$ cat config.mk
export PLATFORM = sky130hd
export DESIGN_NAME = gfd_top
export DESIGN_NICKNAME = d
export VERILOG_FILES = /design/src/core/gfd_pkg.sv /design/src/core/gfd_field_decode.sv /design/src/core/gfd_attr_store.sv /design/src/core/gfd_top.sv
export SDC_FILE = /design/constraint.sdc
export NUM_CORES = 2
export LEC_CHECK = 0
export BUFFER_PORTS_ARGS = -buffer_cell sky130_fd_sc_hd__buf_2
export CAP_MARGIN = 25
export CELL_PAD_IN_SITES_DETAIL_PLACEMENT = 0
export CELL_PAD_IN_SITES_GLOBAL_PLACEMENT = 2
export CORE_MARGIN = 3
export CORE_UTILIZATION = 28
export DETAILED_ROUTE_END_ITERATION = 8
export GPL_ROUTABILITY_DRIVEN = 0
export HOLD_SLACK_MARGIN = 0.08
export PLACE_DENSITY = 0.57
export SLEW_MARGIN = 20
export SYNTH_ARGS = -nofsm -noshare
export SYNTH_HDL_FRONTEND = slang
export SYNTH_SLANG_ARGS = --single-unit
export TNS_END_PERCENT = 50
$ cat constraint.sdc
create_clock -name clk_i -period 10.7 [get_ports clk_i]
set_input_delay 2.14 -clock clk_i [delete_from_list [all_inputs] [get_ports clk_i]]
set_output_delay 2.14 -clock clk_i [all_outputs]
set_load 0.02 [all_outputs]
$ cat src/core/gfd_pkg.sv
// constants, register map and types of the get-features command decoder
package gfd_pkg;

    localparam int ADDR_W = 8;

    // register byte offsets
    localparam logic [7:0] OFS_CMD_DW10 = 8'h00;
    localparam logic [7:0] OFS_PRP2_LO = 8'h04;
    localparam logic [7:0] OFS_PRP2_HI = 8'h08;
    localparam logic [7:0] OFS_BUF_OFS = 8'h0C;
    localparam logic [7:0] OFS_CTRL = 8'h10;
    localparam logic [7:0] OFS_CFG_FID = 8'h14;
    localparam logic [7:0] OFS_CFG_VALUE = 8'h18;
    localparam logic [7:0] OFS_CFG_CAP = 8'h1C;
    localparam logic [7:0] OFS_STATUS = 8'h20;
    localparam logic [7:0] OFS_RESULT = 8'h24;
    localparam logic [7:0] OFS_XFER2_LO = 8'h28;
    localparam logic [7:0] OFS_XFER2_HI = 8'h2C;
    localparam logic [7:0] OFS_OPT_SUPPORT = 8'h30;

    // command dword ten fields
    localparam int FID_LSB = 0;
    localparam int FID_W = 8;
    localparam int SEL_LSB = 8;
    localparam int SEL_W = 3;

    // select codes
    localparam logic [2:0] SEL_CURRENT = 3'h0;
    localparam logic [2:0] SEL_DEFAULT = 3'h1;
    localparam logic [2:0] SEL_SAVED = 3'h2;
    localparam logic [2:0] SEL_CAPS = 3'h3;

    // capability bits of a feature entry
    localparam int CAP_W = 4;
    localparam int CAP_SAVE_BIT = 0;
    localparam int CAP_NS_BIT = 1;
    localparam int CAP_CHG_BIT = 2;
    localparam int CAP_STRUCT_BIT = 3;

    // optional command support bit for the select field
    localparam int OPT_SEL_BIT = 4;

    // control register bits
    localparam int CTRL_START_BIT = 0;
    localparam int CTRL_SET_BIT = 1;
    localparam int CTRL_SAVE_BIT = 2;
    localparam int CTRL_CFG_BIT = 3;

    // status register bits
    localparam int ST_BUSY_BIT = 0;
    localparam int ST_DONE_BIT = 1;
    localparam int ST_ERR_SEL_BIT = 2;
    localparam int ST_ERR_FID_BIT = 3;
    localparam int ST_SPLIT_BIT = 4;
    localparam int ST_DATA_BIT = 5;
    localparam int ST_EFF_SEL_LSB = 8;

    // reset values
    localparam logic [31:0] RST_WORD = 32'h0000_0000;
    localparam logic [11:0] RST_BUF_OFS = 12'h000;
    localparam logic [3:0] RST_CAP = 4'h0;

    // buffer geometry and feature count defaults
    localparam int PAGE_BYTES_DEF = 4096;
    localparam int STRUCT_BYTES_DEF = 64;
    localparam int FEAT_NUM_DEF = 16;

    typedef enum logic [2:0] {
        GFD_IDLE = 3'b001,
        GFD_LOOK = 3'b010,
        GFD_DONE = 3'b100
    } gfd_state_t;

endpackage

$ cat src/core/gfd_field_decode.sv
// splits command dword ten into feature identifier and select code
`timescale 1ns/10ps
`default_nettype none
module gfd_field_decode
(
    // command word
    input wire logic [31:0] dw10_i,
    input wire logic sel_supported_i,
    // decoded fields
    output logic [7:0] fid_o,
    output logic [2:0] sel_o,
    output logic sel_rsvd_o
);
    wire [2:0] sel_raw = dw10_i[gfd_pkg::SEL_LSB +: gfd_pkg::SEL_W];

    assign fid_o = dw10_i[gfd_pkg::FID_LSB +: gfd_pkg::FID_W];
    // without select support the field is not looked at
    assign sel_o = sel_supported_i ? sel_raw : gfd_pkg::SEL_CURRENT;
    assign sel_rsvd_o = sel_supported_i & sel_raw[2];
endmodule
`default_nettype wire

$ cat src/core/gfd_attr_store.sv
// per-feature current, default and saved values with capability bits
`timescale 1ns/10ps
`default_nettype none
module gfd_attr_store
#(
    parameter int FEAT_NUM = gfd_pkg::FEAT_NUM_DEF,
    parameter int IDX_W = $clog2(FEAT_NUM)
)
(
    // clock and reset
    input wire logic clk_i,
    input wire logic rst_i,
    // update port
    input wire logic [IDX_W-1:0] wr_idx_i,
    input wire logic [31:0] wr_value_i,
    input wire logic [gfd_pkg::CAP_W-1:0] wr_cap_i,
    input wire logic cfg_i,
    input wire logic set_i,
    input wire logic save_i,
    // lookup port, one cycle latency
    input wire logic [IDX_W-1:0] rd_idx_i,
    output logic [31:0] cur_o,
    output logic [31:0] def_o,
    output logic [31:0] sav_o,
    output logic sav_valid_o,
    output logic [gfd_pkg::CAP_W-1:0] cap_o
);
    logic [31:0] cur_mem [FEAT_NUM];
    logic [31:0] def_mem [FEAT_NUM];
    logic [31:0] sav_mem [FEAT_NUM];
    logic [FEAT_NUM-1:0] sav_valid;
    logic [gfd_pkg::CAP_W-1:0] cap_mem [FEAT_NUM];

    wire do_save = set_i & save_i & cap_mem[wr_idx_i][gfd_pkg::CAP_SAVE_BIT];

    always_ff @(posedge clk_i)
    begin
        if (cfg_i | set_i)
            cur_mem[wr_idx_i] <= wr_value_i;
        if (cfg_i)
            def_mem[wr_idx_i] <= wr_value_i;
        if (do_save)
            sav_mem[wr_idx_i] <= wr_value_i;
    end

    always_ff @(posedge clk_i)
    begin
        if (rst_i)
        begin
            sav_valid <= '0;
            for (int i = 0; i < FEAT_NUM; i++)
                cap_mem[i] <= gfd_pkg::RST_CAP;
        end
        else
        begin
            if (cfg_i)
                cap_mem[wr_idx_i] <= wr_cap_i;
            // a save in the same cycle as a configure wins
            if (do_save)
                sav_valid[wr_idx_i] <= 1'b1;
            else if (cfg_i)
                sav_valid[wr_idx_i] <= 1'b0;
        end
    end

    always_ff @(posedge clk_i)
    begin
        cur_o <= cur_mem[rd_idx_i];
        def_o <= def_mem[rd_idx_i];
        sav_o <= sav_mem[rd_idx_i];
        sav_valid_o <= rst_i ? 1'b0 : sav_valid[rd_idx_i];
        cap_o <= rst_i ? gfd_pkg::RST_CAP : cap_mem[rd_idx_i];
    end
endmodule
`default_nettype wire

$ cat src/core/gfd_top.sv
// get-features command decoder with wishbone register access
//
// Design decisions made here: the Wishbone slave port and the register addresses.
`timescale 1ns/10ps
`default_nettype none
module gfd_top
#(
    parameter int FEAT_NUM = gfd_pkg::FEAT_NUM_DEF,
    parameter int PAGE_BYTES = gfd_pkg::PAGE_BYTES_DEF,
    parameter int STRUCT_BYTES = gfd_pkg::STRUCT_BYTES_DEF,
    parameter bit SEL_SUPPORTED = 1'b1
)
(
    // clock and reset
    input wire logic clk_i,
    input wire logic rst_i,
    // wishbone slave
    input wire logic [gfd_pkg::ADDR_W-1:0] wb_adr_i,
    input wire logic [31:0] wb_dat_i,
    input wire logic [3:0] wb_sel_i,
    input wire logic wb_we_i,
    input wire logic wb_cyc_i,
    input wire logic wb_stb_i,
    output logic [31:0] wb_dat_o,
    output logic wb_ack_o,
    // completion and transfer result
    output logic cpl_valid_o,
    output logic cpl_err_o,
    output logic [31:0] cpl_dw0_o,
    output logic xfer_data_o,
    output logic xfer_split_o,
    output logic [63:0] xfer_addr2_o
);
    localparam int IDX_W = $clog2(FEAT_NUM);

    if (FEAT_NUM < 2 || FEAT_NUM > 256)
        $error("FEAT_NUM must lie between 2 and 256");
    if (STRUCT_BYTES < 1 || STRUCT_BYTES > PAGE_BYTES)
        $error("STRUCT_BYTES must lie between 1 and PAGE_BYTES");
    // the buffer offset register holds twelve bits, so a page may not be larger
    if (PAGE_BYTES < 1 || PAGE_BYTES > 4096)
        $error("PAGE_BYTES must lie between 1 and 4096");

    function automatic logic [31:0] merge(input logic [31:0] old, input logic [31:0] nw, input logic [3:0] be);
        logic [31:0] r;
        r = old;
        for (int i = 0; i < 4; i++)
            if (be[i])
                r[8*i +: 8] = nw[8*i +: 8];
        return r;
    endfunction

    gfd_pkg::gfd_state_t state;
    gfd_pkg::gfd_state_t next_state;

    logic [31:0] cmd_dw10;
    logic [31:0] prp2_lo;
    logic [31:0] prp2_hi;
    logic [11:0] buf_ofs;
    logic [7:0] cfg_fid;
    logic [31:0] cfg_value;
    logic [gfd_pkg::CAP_W-1:0] cfg_cap;
    logic done;
    logic err_sel;
    logic err_fid;
    logic [2:0] eff_sel;

    // bus request decode
    wire req = wb_cyc_i & wb_stb_i;
    // a write lands at the edge that samples ack high, once per request
    wire wr_en = req & wb_we_i & wb_ack_o;
    wire idle = state == gfd_pkg::GFD_IDLE;
    wire hit_dw10 = wb_adr_i == gfd_pkg::OFS_CMD_DW10;
    wire hit_prp2_lo = wb_adr_i == gfd_pkg::OFS_PRP2_LO;
    wire hit_prp2_hi = wb_adr_i == gfd_pkg::OFS_PRP2_HI;
    wire hit_buf_ofs = wb_adr_i == gfd_pkg::OFS_BUF_OFS;
    wire hit_ctrl = wb_adr_i == gfd_pkg::OFS_CTRL;
    wire hit_cfg_fid = wb_adr_i == gfd_pkg::OFS_CFG_FID;
    wire hit_cfg_value = wb_adr_i == gfd_pkg::OFS_CFG_VALUE;
    wire hit_cfg_cap = wb_adr_i == gfd_pkg::OFS_CFG_CAP;
    wire hit_status = wb_adr_i == gfd_pkg::OFS_STATUS;
    wire hit_result = wb_adr_i == gfd_pkg::OFS_RESULT;
    wire hit_xfer_lo = wb_adr_i == gfd_pkg::OFS_XFER2_LO;
    wire hit_xfer_hi = wb_adr_i == gfd_pkg::OFS_XFER2_HI;
    wire hit_opt = wb_adr_i == gfd_pkg::OFS_OPT_SUPPORT;

    // command words are frozen while a lookup runs
    wire cmd_wr = wr_en & idle;
    wire ctrl_wr = wr_en & hit_ctrl & wb_sel_i[0];
    wire start = ctrl_wr & idle & wb_dat_i[gfd_pkg::CTRL_START_BIT];
    // commits reach the store only for identifiers that exist
    wire cfg_fid_ok = {1'b0, cfg_fid} < 9'(FEAT_NUM);
    wire set_cmd = ctrl_wr & cfg_fid_ok & wb_dat_i[gfd_pkg::CTRL_SET_BIT];
    wire cfg_cmd = ctrl_wr & cfg_fid_ok & wb_dat_i[gfd_pkg::CTRL_CFG_BIT];
    wire save_cmd = wb_dat_i[gfd_pkg::CTRL_SAVE_BIT];

    // field decode of the pending command
    wire [7:0] fid;
    wire [2:0] sel;
    wire sel_rsvd;

    gfd_field_decode u_decode
    (
        .dw10_i(cmd_dw10),
        .sel_supported_i(SEL_SUPPORTED),
        .fid_o(fid),
        .sel_o(sel),
        .sel_rsvd_o(sel_rsvd)
    );

    // feature attribute store
    wire [31:0] st_cur;
    wire [31:0] st_def;
    wire [31:0] st_sav;
    wire st_sav_valid;
    wire [gfd_pkg::CAP_W-1:0] st_cap;

    gfd_attr_store #(
        .FEAT_NUM(FEAT_NUM),
        .IDX_W(IDX_W)
    ) u_store
    (
        .clk_i(clk_i),
        .rst_i(rst_i),
        .wr_idx_i(cfg_fid[IDX_W-1:0]),
        .wr_value_i(cfg_value),
        .wr_cap_i(cfg_cap),
        .cfg_i(cfg_cmd),
        .set_i(set_cmd),
        .save_i(save_cmd),
        .rd_idx_i(fid[IDX_W-1:0]),
        .cur_o(st_cur),
        .def_o(st_def),
        .sav_o(st_sav),
        .sav_valid_o(st_sav_valid),
        .cap_o(st_cap)
    );

    // result of the lookup, valid in the lookup state
    // the store answers one cycle after the index, which is steady once a command is taken
    wire fid_ok = {1'b0, fid} < 9'(FEAT_NUM);
    wire cmd_err = sel_rsvd | ~fid_ok;
    wire no_saved = ~st_cap[gfd_pkg::CAP_SAVE_BIT] | ~st_sav_valid;
    wire [2:0] sel_used = (sel == gfd_pkg::SEL_SAVED && no_saved) ? gfd_pkg::SEL_DEFAULT : sel;
    wire [31:0] caps_word = {29'h0, st_cap[gfd_pkg::CAP_CHG_BIT], st_cap[gfd_pkg::CAP_NS_BIT],
        st_cap[gfd_pkg::CAP_SAVE_BIT]};
    wire [31:0] value_word = (sel_used == gfd_pkg::SEL_CAPS) ? caps_word :
        (sel_used == gfd_pkg::SEL_SAVED) ? st_sav :
        (sel_used == gfd_pkg::SEL_DEFAULT) ? st_def : st_cur;
    wire [31:0] next_dw0 = cmd_err ? gfd_pkg::RST_WORD : value_word;
    // capabilities come back in dword zero only, never through the buffer
    wire next_data = ~cmd_err & st_cap[gfd_pkg::CAP_STRUCT_BIT] & (sel_used != gfd_pkg::SEL_CAPS);
    // a buffer that ends right on the page edge needs no second pointer
    wire [31:0] buf_end = {20'h0, buf_ofs} + 32'(STRUCT_BYTES);
    wire next_split = next_data & (buf_end > 32'(PAGE_BYTES));
    // the second pointer is a plain buffer address, never walked as a list
    wire [63:0] next_addr2 = next_split ? {prp2_hi, prp2_lo} : 64'h0;

    // command sequencer
    always_comb
    begin
        next_state = state;
        case (state)
            gfd_pkg::GFD_IDLE:
                if (start)
                    next_state = gfd_pkg::GFD_LOOK;
            gfd_pkg::GFD_LOOK:
                next_state = gfd_pkg::GFD_DONE;
            gfd_pkg::GFD_DONE:
                next_state = gfd_pkg::GFD_IDLE;
            default:
                next_state = gfd_pkg::GFD_IDLE;
        endcase
    end

    always_ff @(posedge clk_i)
    begin
        if (rst_i)
            state <= gfd_pkg::GFD_IDLE;
        else
            state <= next_state;
    end

    // latched completion
    always_ff @(posedge clk_i)
    begin
        if (rst_i)
        begin
            cpl_valid_o <= 1'b0;
            cpl_err_o <= 1'b0;
            cpl_dw0_o <= gfd_pkg::RST_WORD;
            xfer_data_o <= 1'b0;
            xfer_split_o <= 1'b0;
            xfer_addr2_o <= 64'h0;
            err_sel <= 1'b0;
            err_fid <= 1'b0;
            eff_sel <= gfd_pkg::SEL_CURRENT;
        end
        else
        begin
            cpl_valid_o <= state == gfd_pkg::GFD_LOOK;
            if (state == gfd_pkg::GFD_LOOK)
            begin
                cpl_err_o <= cmd_err;
                cpl_dw0_o <= next_dw0;
                xfer_data_o <= next_data;
                xfer_split_o <= next_split;
                xfer_addr2_o <= next_addr2;
                err_sel <= sel_rsvd;
                err_fid <= ~fid_ok;
                eff_sel <= sel_used;
            end
        end
    end

    // done is set at the end of a lookup and cleared by the next start
    always_ff @(posedge clk_i)
    begin
        if (rst_i)
            done <= 1'b0;
        else if (state == gfd_pkg::GFD_LOOK)
            done <= 1'b1;
        else if (start)
            done <= 1'b0;
    end

    // only the in-page offset bits of the merged word are kept
    wire [31:0] buf_ofs_merged = merge({20'h0, buf_ofs}, wb_dat_i, wb_sel_i);

    // software written registers
    always_ff @(posedge clk_i)
    begin
        if (rst_i)
        begin
            cmd_dw10 <= gfd_pkg::RST_WORD;
            prp2_lo <= gfd_pkg::RST_WORD;
            prp2_hi <= gfd_pkg::RST_WORD;
            buf_ofs <= gfd_pkg::RST_BUF_OFS;
        end
        else
        begin
            if (cmd_wr & hit_dw10)
                cmd_dw10 <= merge(cmd_dw10, wb_dat_i, wb_sel_i);
            if (cmd_wr & hit_prp2_lo)
                prp2_lo <= merge(prp2_lo, wb_dat_i, wb_sel_i);
            if (cmd_wr & hit_prp2_hi)
                prp2_hi <= merge(prp2_hi, wb_dat_i, wb_sel_i);
            if (cmd_wr & hit_buf_ofs)
                buf_ofs <= buf_ofs_merged[11:0];
        end
    end

    always_ff @(posedge clk_i)
    begin
        if (rst_i)
        begin
            cfg_fid <= 8'h00;
            cfg_value <= gfd_pkg::RST_WORD;
            cfg_cap <= gfd_pkg::RST_CAP;
        end
        else
        begin
            if (wr_en & hit_cfg_fid & wb_sel_i[0])
                cfg_fid <= wb_dat_i[7:0];
            if (wr_en & hit_cfg_value)
                cfg_value <= merge(cfg_value, wb_dat_i, wb_sel_i);
            if (wr_en & hit_cfg_cap & wb_sel_i[0])
                cfg_cap <= wb_dat_i[gfd_pkg::CAP_W-1:0];
        end
    end

    // read data
    // busy, done, both error flags, split, data, then the select actually served
    wire [31:0] status_word = {21'h0, eff_sel, 2'b00, xfer_data_o, xfer_split_o, err_fid, err_sel, done, ~idle};
    wire [31:0] opt_word = 32'(SEL_SUPPORTED) << gfd_pkg::OPT_SEL_BIT;
    wire [31:0] rd_data = hit_dw10 ? cmd_dw10 :
        hit_prp2_lo ? prp2_lo :
        hit_prp2_hi ? prp2_hi :
        hit_buf_ofs ? {20'h0, buf_ofs} :
        hit_cfg_fid ? {24'h0, cfg_fid} :
        hit_cfg_value ? cfg_value :
        hit_cfg_cap ? {28'h0, cfg_cap} :
        hit_status ? status_word :
        hit_result ? cpl_dw0_o :
        hit_xfer_lo ? xfer_addr2_o[31:0] :
        hit_xfer_hi ? xfer_addr2_o[63:32] :
        hit_opt ? opt_word : 32'h0000_0000;

    // one answer per request, ack drops in the cycle after it is given
    always_ff @(posedge clk_i)
    begin
        if (rst_i)
        begin
            wb_ack_o <= 1'b0;
            wb_dat_o <= gfd_pkg::RST_WORD;
        end
        else
        begin
            wb_ack_o <= req & ~wb_ack_o;
            wb_dat_o <= (req & ~wb_we_i & ~wb_ack_o) ? rd_data : gfd_pkg::RST_WORD;
        end
    end
endmodule
`default_nettype wire

==> impl_results.md <==
- Sequential area share after synthesis: 74.0%
- Warnings, synthesis: 0
- DR WL/cell: 30.7 um
- Share of cells above drive strength 1: 27.2%
- Pwr Density: 178 mW/mm^2
- Cts bufs inserted: 210
- CTS resizes: 0
- GR Util met2: 26.7%
- EDFF count, synth: 1,600
- H-tree Lvls: 4
- GRT Util Overall: 17.5%
- Vias post-DR: 41,192
- Max-slew violation count: 0
- Cells after Synth: 4,110
- Lkg Pwr: 29.1 nW
- Run status: finished, violations left
- Tcrit/Tclk final: 52.9%
- Clk_skew: 36.7 ps
- Most frequent cells in the layout: edfxtp_1 (1,600), mux4_2 (514), dfxtp_1 (378)
- # nets final: 4,376
- Register area: 0.0565 mm^2
- Slowest stage cell, crit path: nor3_4
- Syn Area/Cell: 18.5 um^2
- Worst flop-to-flop path endpoint: u_store.sav_mem[5][23]
- Routed WL: 248,000 um
- Clock Latency Late Sink: 850 ps
- Compound-Gate Fraction of Synth Area: 4.52%
- CP top delay family: simple AND/OR/NAND/NOR gates
- Core Region: 0.269 mm^2
- Post-Synth XOR/XNOR Area: 0%
- Final core utilization: 33.1%
- Crit. path cell count: 6
- Buffers on Ports: 181
- Filler instances: 25,594
- Vias per cell: 5.10
- Pre-antenna DRT Iters: 9
- Most used DFF post-synth: edfxtp_1
- Met1 usage: 26.2%
- Clock-pin slew on the worst setup and hold paths: 60 ps
- Worst R2R Setup Slack: 6330 ps
- Post-synthesis mux area share: 15.6%
- Clock sinks: 2,015
- Adder-Cell Fraction of Synth Area: 0%
- Crit. End Element: flip-flop
- RSZ-0062 raised after global routing: no
- Crit path to: u_store.sav_mem[5][23]
- Post-DP HPWL: 158,000 um
- GRT busiest layer: met2
- Die X-Extent: 528 um
- Initial antenna violation count: 49
- Hold crit path type: reg2reg
- Synthesis-to-layout area growth: 17.0%
- Final Critical Period: 5660 ps
- Std cell rows: 190
- Worst reg2reg path depth: 5
- Share of async-settable or async-resettable flops after synthesis: 0%
- Post-CTS Setup Bufs: 0
- Critical Path Max Stage Delay: 930 ps
- Crit path launch type: input pin
- Reg2reg start: wb_ack_o
- Fmax: 177 MHz
- Crit-path cells: buf_2 > or4_1 > or4_1 > nor3_4 > nand4_1 > inv_2
- Worst-Margin Slew: 1050 ps
- Die H: 528 um
- Initial DRC count: 5,091
- Final Hold Vio Count: 0
- Required time worst endpoint: 11,150 ps
- CP dominant cell by count: or4_1
- DRC: 8
- Max clock buf depth: 3
- Largest net degree at the start of global routing: 117
- CTS tree: done
- Synthesized cell area: 0.0762 mm^2
- Synth Area in Simple Gates: 4.33%
- CP Class: in2reg
- First-pass GRT wire length: 342,000 um
- Max_cap viols: 0
- Netlist cell types: 62
- VDD IR-drop max: 173 uV
- Setup Viol. Count Final: 0
- FF+latch count, synth: 2,015
- Total power: 15.9 mW
- CTS hold repair buffers: 0
- Most common cell after layout, fill and taps aside: edfxtp_1
- Ports: 182
- Multi-input gate area: 0.0189 mm^2
- Die Footprint: 0.278 mm^2
- CP arrival: 6110 ps
- Root buffer cell: clkbuf_16
- Detail Route Antenna Nets: 0
- Highest net fanout along the worst path: 32
- Crit path from: wb_adr_i[3]
- Grt total ovfl: 0
- Largest family of logic cells by synthesized area: multiplexers
- Met3 GRT Util: 3.10%
- Vias in the first global route: 40,107
- Crit path buf inv count: 2
- Violated checks: design-rule violations
- Synth Net Count: 4,159
- Setup TNS: 0 ps
- Initial Utilization: 28.3%
- Worst relative slew slack: 29.8%
-- sequential cells by signal, indices dropped and copies added, names as in the netlist, 64 cells and up, named ones only --
| register | flops |
|---|---|
| u_store.def_mem | 512 |
| xfer_addr2_o | 64 |
| u_store.sav_mem | 512 |
| u_store.cap_mem | 64 |
| u_store.cur_mem | 512 |
-- worst min-delay path, cell delays in order, from the launching register on --
cell,delay (ps)
dfxtp_1,310
nand2_1,50
a21oi_1,50
-- kinds of logic after synthesis --
family                 after synthesis
AND/OR/NAND/NOR                    712
buffers and inverters              295
AO/OA/AOI/OAI                      543
multiplexers                       545
flip-flops                        2015
-- final cells by class --
class,instances,share of cell area (%)
multi-input combinational,1800,21.2
antenna,20,0.0562
clock buffer,288,6.56
inverter,23,0.0969
clock inverter,102,1.33
sequential,2015,63.4
tap,3552,4.99
timing repair buffer,277,2.41
-- per-stage QoR --
step	hold slack, ps	std cells	worst slack, ps	area [um^2]
after floorplan	432	4110	4840	76200
after global placement	444	7641	4130	81400
after detailed placement	450	7665	4290	82000
after CTS	458	8055	5180	89000
after global routing	480	8059	4990	89100
final	457	8077	5040	89100
-- per-layer routing --
layer | vias up | wire length (um)
li1 | 17171 | -
met1 | 22222 | 114000
met2 | 1569 | 113000
met3 | 228 | 17300
met4 | 2 | 3680
met5 | - | 17
-- cells in the mapped netlist, types with 7 or more instances --
library cell  instances  area, um^2
nor2b_1              10        62.6
a31oi_1              21         131
o21ai_0              49         245
dfxtp_1             415        8310
nand4_1              14        87.6
clkbuf_1            201         754
inv_1                23        86.3
nor2_4               12         135
nor2_1              198         743
o21ai_1              15        75.1
nand2_1             254         953
o31ai_1              30         225
mux2i_1              25         250
buf_2                19        95.1
nand3b_1              7        52.6
mux4_2              514       11600
a22oi_1             116         871
nand3_1             149         746
nor4_1                7        43.8
buf_1                47         176
a222oi_1             22         220
o22ai_1              74         463
a21oi_1             181         906
edfxtp_1           1600       48000
or2_1                15        93.8
-- power breakdown --
| group | internal, mW | switching [mW] | leakage, nW |
|---|---|---|---|
| logic | 0.0243 | 0.0782 | 5.47 |
| registers | 8.34 | 0.00717 | 20.2 |
| clock network | 4.31 | 3.12 | 3.43 |
-- worst min path at each step --
stage / startpoint / endpoint / slack [ps] / depth (start not counted)
floorplan: eff_sel[2] / eff_sel[2] / 430 / 2
global placement: cmd_dw10[23] / cmd_dw10[23] / 440 / 2
detailed placement: cmd_dw10[23] / cmd_dw10[23] / 450 / 2
CTS: cmd_dw10[23] / cmd_dw10[23] / 460 / 2
global route: cmd_dw10[27] / cmd_dw10[27] / 480 / 2
finish: cmd_dw10[23] / cmd_dw10[23] / 460 / 2
(Power assumes the default switching activity.)
